<file path="src/common/pwr_seq_map.svh">
// Register offsets, field positions, reset values and sizes of the power state control slice.
//
// Overview of operation
// RULE_01 - Writing one to the transport request bit sends the device to transport state.
// RULE_02 - Minimal-logic request set moves device to minimal-logic state once regulators are shut.
// RULE_03 - Each shutdown slot field resets to that regulator's fused power-up slot; code loads it one edge after reset, from test settings if TEST_SEL.
// RULE_04 - Power-down turns regulators off one at a time, highest slot first.
// RULE_05 - Host rewrites shutdown slots only while the device is in a system-on state.
// RULE_06 - All shutdown slots zero: skip ordering and turn every regulator off at once.
// RULE_07 - Power-up order comes only from fuses or test settings, never register writes.
// RULE_08 - Two-bit undervoltage select picks one of four threshold pairs, resets to 00.
// RULE_09 - Two-bit low-system warning select picks one of four pairs, resets to 00.
// RULE_10 - Unused upper bits read as zero and ignore writes.
`ifndef PWR_SEQ_MAP_SVH
`define PWR_SEQ_MAP_SVH

`define ADDR_SUPPLY_THRESHOLD_SELECT 8'h5A
`define ADDR_LOW_POWER_STATE_REQUEST 8'h5B
`define ADDR_SHUTDOWN_SLOT_BASE      8'h5F
`define NUM_REGULATORS               7
`define SLOT_W                       3
`define UV_SEL_LSB                   0
`define WARN_SEL_LSB                 2
`define TRANSPORT_BIT                0
`define MINIMAL_BIT                  1
`define UV_SEL_RESET                 2'h0
`define WARN_SEL_RESET               2'h0
`define SLOT_RESET                   3'h0
`define SLOT_TOP                     3'h7

`endif

</file>
<file path="src/common/pwr_seq_pkg.sv">
// Types shared by the power state control slice.
package pwr_seq_pkg;

  typedef struct packed {
    logic       en;
    logic [7:0] addr;
    logic [7:0] data;
  } reg_wr_t;

  typedef enum logic [1:0] {
    SEQ_IDLE = 2'b00,
    SEQ_STEP = 2'b01,
    SEQ_DONE = 2'b10
  } seq_state_t;

endpackage : pwr_seq_pkg

</file>
<file path="src/verilog/pwr_seq_ctrl.sv">
// Threshold selects, low-power state requests and ordered regulator shutdown.
`timescale 1ns/10ps
`include "pwr_seq_map.svh"

module pwr_seq_ctrl #(
  parameter int N_REG = `NUM_REGULATORS
) (
  // Clock and reset.
  input  wire logic                     CLK_SYS,
  input  wire logic                     ARST_N,
  // Register port from the serial slave.
  input  wire pwr_seq_pkg::reg_wr_t     REG_WR,
  input  wire logic [7:0]               RD_ADDR,
  output logic [7:0]                    RD_DATA,
  // Fuse and test-setting power-up slots, packed per regulator.
  input  wire logic [N_REG*3-1:0]       FUSE_UP_SLOT,
  input  wire logic                     TEST_SEL,
  input  wire logic [N_REG*3-1:0]       TEST_UP_SLOT,
  // State machine status and commands.
  input  wire logic                     SYS_ON,
  input  wire logic                     REGS_SHUT,
  input  wire logic                     REGS_POWER_UP,
  input  wire logic                     PWRDN_START,
  output logic                          TRANSPORT_GO,
  output logic                          MINIMAL_GO,
  // Regulator controls and comparator selects.
  output logic [N_REG-1:0]              REG_EN,
  output logic                          PWRDN_BUSY,
  output logic [N_REG*3-1:0]            PWRUP_SLOT,
  output logic [1:0]                    UV_SEL,
  output logic [1:0]                    WARN_SEL
);

  ////////////////////////////////////////////////////////////////////////////////
  // Register file.

  logic [1:0]         uv_q, uv_d, warn_q, warn_d;
  logic [1:0]         req_q, req_d;
  logic [2:0]         slot_q [N_REG];
  logic [2:0]         slot_d [N_REG];
  logic [N_REG*3-1:0] up_q, up_d;
  logic               loaded_q, loaded_d;
  logic               tgo_q, tgo_d, mgo_q, mgo_d;
  logic [7:0]         rd_q, rd_d;
  logic [N_REG*3-1:0] fuse_src;

  // Slots reset to a constant and take the fuse or test-setting value on the first edge after release,
  // so an asynchronous reset never samples a port.
  assign fuse_src = TEST_SEL ? TEST_UP_SLOT : FUSE_UP_SLOT;

  always_comb begin
    uv_d     = uv_q;
    warn_d   = warn_q;
    req_d    = req_q;
    up_d     = up_q;
    loaded_d = 1'b1;
    tgo_d    = 1'b0;
    for (int i = 0; i < N_REG; i++) begin
      slot_d[i] = slot_q[i];
    end
    if (!loaded_q) begin
      up_d = fuse_src;                                         // see RULE_07
      for (int i = 0; i < N_REG; i++) begin
        slot_d[i] = fuse_src[i*3 +: 3];                        // see RULE_03
      end
    end else if (REG_WR.en) begin
      if (REG_WR.addr == `ADDR_SUPPLY_THRESHOLD_SELECT) begin
        uv_d   = REG_WR.data[`UV_SEL_LSB +: 2];                // see RULE_08
        warn_d = REG_WR.data[`WARN_SEL_LSB +: 2];              // see RULE_09
      end
      if (REG_WR.addr == `ADDR_LOW_POWER_STATE_REQUEST) begin
        req_d = REG_WR.data[1:0];                              // see RULE_10
        tgo_d = REG_WR.data[`TRANSPORT_BIT];                   // see RULE_01
      end
      for (int i = 0; i < N_REG; i++) begin
        if (SYS_ON && REG_WR.addr == 8'(`ADDR_SHUTDOWN_SLOT_BASE + i)) begin
          slot_d[i] = REG_WR.data[2:0];                        // see RULE_05
        end
      end
    end
    mgo_d = req_q[`MINIMAL_BIT] & REGS_SHUT & ~mgo_q;          // see RULE_02
    rd_d  = 8'h00;
    if (RD_ADDR == `ADDR_SUPPLY_THRESHOLD_SELECT) begin
      rd_d = {4'h0, warn_q, uv_q};                             // see RULE_10
    end else if (RD_ADDR == `ADDR_LOW_POWER_STATE_REQUEST) begin
      rd_d = {6'h00, req_q};
    end
    for (int i = 0; i < N_REG; i++) begin
      if (RD_ADDR == 8'(`ADDR_SHUTDOWN_SLOT_BASE + i)) begin
        rd_d = {5'h00, slot_q[i]};
      end
    end
  end

  always_ff @(posedge CLK_SYS or negedge ARST_N) begin
    if (!ARST_N) begin
      uv_q     <= `UV_SEL_RESET;
      warn_q   <= `WARN_SEL_RESET;
      req_q    <= 2'h0;
      up_q     <= '0;
      loaded_q <= 1'b0;
      tgo_q    <= 1'b0;
      mgo_q    <= 1'b0;
      rd_q     <= 8'h00;
      for (int i = 0; i < N_REG; i++) begin
        slot_q[i] <= `SLOT_RESET;
      end
    end else begin
      uv_q     <= uv_d;
      warn_q   <= warn_d;
      req_q    <= req_d;
      up_q     <= up_d;
      loaded_q <= loaded_d;
      tgo_q    <= tgo_d;
      mgo_q    <= mgo_d;
      rd_q     <= rd_d;
      for (int i = 0; i < N_REG; i++) begin
        slot_q[i] <= slot_d[i];
      end
    end
  end

  ////////////////////////////////////////////////////////////////////////////////
  // Power-down sequencer.

  pwr_seq_pkg::seq_state_t st_q, st_d;
  logic [2:0]              cur_q, cur_d;
  logic [N_REG-1:0]        en_q, en_d, hit, nz;
  logic [N_REG-1:0]        lowest;
  logic                    busy_q, busy_d;

  for (genvar g = 0; g < N_REG; g++) begin : g_match
    assign hit[g] = en_q[g] && (slot_q[g] == cur_q);
    assign nz[g]  = (slot_q[g] != `SLOT_RESET);
  end

  // Only the lowest matching regulator drops per cycle, so equal slots still go singly.
  assign lowest = hit & (~hit + N_REG'(1));

  always_comb begin
    st_d  = st_q;
    cur_d = cur_q;
    en_d  = en_q;
    unique case (st_q)
      pwr_seq_pkg::SEQ_IDLE: begin
        if (REGS_POWER_UP) begin
          en_d = '1;
        end else if (PWRDN_START) begin
          if (nz == '0) begin
            en_d = '0;                                         // see RULE_06
            st_d = pwr_seq_pkg::SEQ_DONE;
          end else begin
            cur_d = `SLOT_TOP;
            st_d  = pwr_seq_pkg::SEQ_STEP;
          end
        end
      end
      pwr_seq_pkg::SEQ_STEP: begin
        if (hit != '0) begin
          en_d = en_q & ~lowest;                               // see RULE_04
        end else if (cur_q == `SLOT_RESET) begin
          st_d = pwr_seq_pkg::SEQ_DONE;
        end else begin
          cur_d = cur_q - 3'h1;                                // see RULE_04
        end
      end
      pwr_seq_pkg::SEQ_DONE: begin
        st_d = pwr_seq_pkg::SEQ_IDLE;
      end
      default: begin
        st_d = pwr_seq_pkg::SEQ_IDLE;
      end
    endcase
    // Busy is registered from the next state so the port comes straight from a flop.
    busy_d = (st_d != pwr_seq_pkg::SEQ_IDLE);
  end

  always_ff @(posedge CLK_SYS or negedge ARST_N) begin
    if (!ARST_N) begin
      st_q   <= pwr_seq_pkg::SEQ_IDLE;
      cur_q  <= `SLOT_RESET;
      en_q   <= '0;
      busy_q <= 1'b0;
    end else begin
      st_q   <= st_d;
      cur_q  <= cur_d;
      en_q   <= en_d;
      busy_q <= busy_d;
    end
  end

  assign RD_DATA      = rd_q;
  assign TRANSPORT_GO = tgo_q;
  assign MINIMAL_GO   = mgo_q;
  assign REG_EN       = en_q;
  assign PWRDN_BUSY   = busy_q;
  assign PWRUP_SLOT   = up_q;
  assign UV_SEL       = uv_q;
  assign WARN_SEL     = warn_q;
endmodule : pwr_seq_ctrl

</file>
<file path="config.mk">
export PLATFORM = sky130hd
export DESIGN_NAME = pwr_seq_ctrl
export DESIGN_NICKNAME = d
export VERILOG_FILES = /design/src/common/pwr_seq_pkg.sv /design/src/verilog/pwr_seq_ctrl.sv
export VERILOG_INCLUDE_DIRS = /design/src /design/src/common
export SDC_FILE = /design/constraint.sdc
export NUM_CORES = 1
export LEC_CHECK = 0
export BUFFER_PORTS_ARGS = -buffer_cell sky130_fd_sc_hd__buf_4
export CAP_MARGIN = 25
export CORE_MARGIN = 5
export CORE_UTILIZATION = 55
export CTS_CLUSTER_SIZE = 8
export DETAILED_ROUTE_END_ITERATION = 8
export PLACE_DENSITY = 0.82
export RECOVER_POWER = 25
export SLEW_MARGIN = 15
export SYNTH_ARGS = -nofsm -noshare
export SYNTH_HDL_FRONTEND = slang
export SYNTH_SLANG_ARGS = --single-unit
</file>
<file path="constraint.sdc">
create_clock -name CLK_SYS -period 5.6 [get_ports CLK_SYS]
set_clock_uncertainty 0.05 [all_clocks]
set_input_delay 1.68 -clock CLK_SYS [delete_from_list [all_inputs] [get_ports CLK_SYS]]
set_output_delay 1.68 -clock CLK_SYS [all_outputs]
set_load 0.02 [all_outputs]
</file>
==> results.md <==
- CP arrival: 3.41 ns
- Layout Nets: 578
- Drt total wl: 10100 µm
- # DRC: 0
- Fin. max-slew vios: 0
- CTS tree: done
- Slew headroom: 0.403
- Die Area: 8910 µm²
- Hold Path Depth: 1
- Maxcap violations: 0
- CTS buffer count: 9
- Vias post-DR: 3388
- Layout cells sized above 1: 0.315
- Max Fclk: 0.309 GHz
- Antenna violations before repair: 0
- Yosys top cell by area: dfrtp_1
- H-tree depth: 3
- GRT overflow: 0
- Crit path to: slot_q[17]$_DFFE_PN0P_
- DR WL/cell: 16.8 µm
- Post-Synthesis Cells: 401
- Die Y: 94.4 µm
- Yosys cell types: 61
- Vias in the first global route: 3305
- Status: finished, final reports clean
- Root Buffer Master: clkbuf_8
- Synth Cell Area: 3920 µm²
- Startpoint types: primary input
- Yosys top cell area share: 0.434
- Pre-CTS WS: 2.00 ns
- Die X-Extent: 94.4 µm
- Routability-driven placement congestion ratio: 0.887
- Main flop type after synthesis: dfrtp_1
- Critical path startpoint: REG_WR[15]
- Layout Utilization: 0.714
- Worst Hold Class: flip-flop to flip-flop
- Routed Antenna Nets: 0
- Postcts setup bufs: 0
- CTS Buffer Depth: 2
- Tcrit/Tclk final: 0.577
- Post-DP HPWL: 7840 µm
- Rows: 30
- Flops & latches, synth: 68
- Setup WS post-layout: 2.37 ns
- Starting density of the core: 0.570
- Clk sinks: 68
- Synth area leaders: dfrtp_1 43%, mux2_2 7.5%, a211oi_1 4.6%
- Final Hold Vio Count: 0
- Clk Latency, worst-skew pair: 0.34 ns
- Endpoint class of the critical path: flip-flop
- IO Pins: 117
- Worst EP required: 5.78 ns
- Ys Warns: 0
- Ys async rst share: 1.00
- R2r worst-path depth: 5
- Antenna cells: 0
- All-Layer GR Usage: 0.230
- Worst Max-Slew Pin Slew: 0.893 ns
- Number of port buffers: 108
- Pwr per Cell Area: 349 nW/µm²
- Post_cts resized: 0
- Most frequent cell after synthesis: dfrtp_1
- Critical R2R Launch: cur_q[2]$_DFFE_PN0P_
- Reg2reg setup slack: 3.28 ns
- Synth Area per Inst: 9.77 µm²
- Worst IR Drop VDD: 0.000190 V
- Finish-stage setup viols: 0
- CP Max Fanout: 4
- Commonest cells post-synth: 68 x dfrtp_1, 30 x inv_1, 30 x nor2_1, 26 x a21oi_1, 26 x mux2_2
- CP Class: primary input to flip-flop
- Leak pwr: 2.24 nW
- Reg clk slew, reported paths: 0.07 ns
- Area grow syn2layout: 25.2%
- EDFF count, synth: 0
- Tmin final: 3.23 ns
- First-pass DRT Iterations: 4
- Sequential area share after synthesis: 0.434
- Reg2reg end: cur_q[2]$_DFFE_PN0P_
- Largest net degree at the start of global routing: 69
- Setup TNS Final: 0 ns
- Initial DRC Count: 89
- Hold buffer count at CTS: 0
- First-pass GRT wire length: 16100 µm
- Via-per-instance ratio: 5.64
- Core ar.: 6870 µm²
- RSZ-0062 raised after global routing: false
registers in the layout, summed over array words and instances (netlist names), 2 cells and up:
name        flops
slot_q         21
REG_EN          7
PWRUP_SLOT     21
req_q           2
UV_SEL          2
cur_q           3
WARN_SEL        2
RD_DATA         4
st_q            2
placed cells by master, fill, tap and decap left out, types with 13 or more instances in the layout:
master / Yosys / layout
nand2_1: 13 / 13
nor2b_1: 25 / 25
a211oi_1: 24 / 24
mux2_2: 26 / 26
dfrtp_1: 68 / 68
a21oi_1: 26 / 26
nor2_1: 30 / 30
xnor2_1: 18 / 18
o21ai_0: 19 / 19
buf_4: 4 / 107
inv_1: 30 / 30
worst min path at each step:
| stage | from | to | slack, ns |
|---|---|---|---|
| floorplan | req_q[0]$_DFFE_PN0P_ | req_q[0]$_DFFE_PN0P_ | 0.43 |
| finish | MINIMAL_GO$_DFF_PN0_ | MINIMAL_GO$_DFF_PN0_ | 0.38 |
| global route | MINIMAL_GO$_DFF_PN0_ | MINIMAL_GO$_DFF_PN0_ | 0.41 |
| CTS | MINIMAL_GO$_DFF_PN0_ | MINIMAL_GO$_DFF_PN0_ | 0.39 |
| detailed placement | MINIMAL_GO$_DFF_PN0_ | MINIMAL_GO$_DFF_PN0_ | 0.38 |
| global placement | MINIMAL_GO$_DFF_PN0_ | MINIMAL_GO$_DFF_PN0_ | 0.37 |
worst max-delay path, cell delays in order:
cell and delay, ns:
buf_4 0.10, nand2b_1 0.16, nor4b_1 0.38, nand3b_1 0.20, o21ai_0 0.49, mux2_2 0.39
final cells by class:
| cell class | count | area [µm²] |
|---|---|---|
| tap | 96 | 120 |
| inverter | 30 | 113 |
| timing repair buffer | 110 | 823 |
| multi-input combinational | 283 | 1990 |
| clock buffer | 12 | 145 |
| fill | 541 | 1960 |
| clock inverter | 2 | 12.5 |
| sequential | 68 | 1700 |
kinds of logic (layout without fill, tap and decap cells):
group	after synthesis	after routing	synth area share
AND/OR/NAND/NOR	123	123	0.188
adder cells (fa/ha/maj)	2	2	0.00639
multiplexers	31	31	0.0875
other	2	5	0.00192
flip-flops	68	68	0.434
XOR/XNOR	21	21	0.0508
AO/OA/AOI/OAI	101	101	0.170
buffers and inverters	53	154	0.0607
through the flow:
step / cells / hold slack (ns) / power, mW / instance area (µm²)
floorplan: 404 / 0.427 / 1.17 / 3930
CTS: 600 / 0.385 / 1.71 / 4900
finish: 601 / 0.384 / 1.71 / 4900
detailed placement: 586 / 0.375 / 1.37 / 4740
global route: 601 / 0.408 / 1.81 / 4900
global placement: 586 / 0.367 / 1.34 / 4740
metal layers:
layer,share of wire,vias to the layer above,global-route usage
met1,0.45,1632,0.307
li1,-,1621,-
met5,0,-,0
met4,0.019,0,0.0758
met2,0.47,119,0.366
met3,0.063,16,0.0582
where the power goes:
group	total [mW]	switching (mW)	internal [mW]
Combinational	0.659	0.344	0.314
Sequential	0.706	0.131	0.575
Clock	0.349	0.181	0.168
Power figures use the tool's default switching activity.
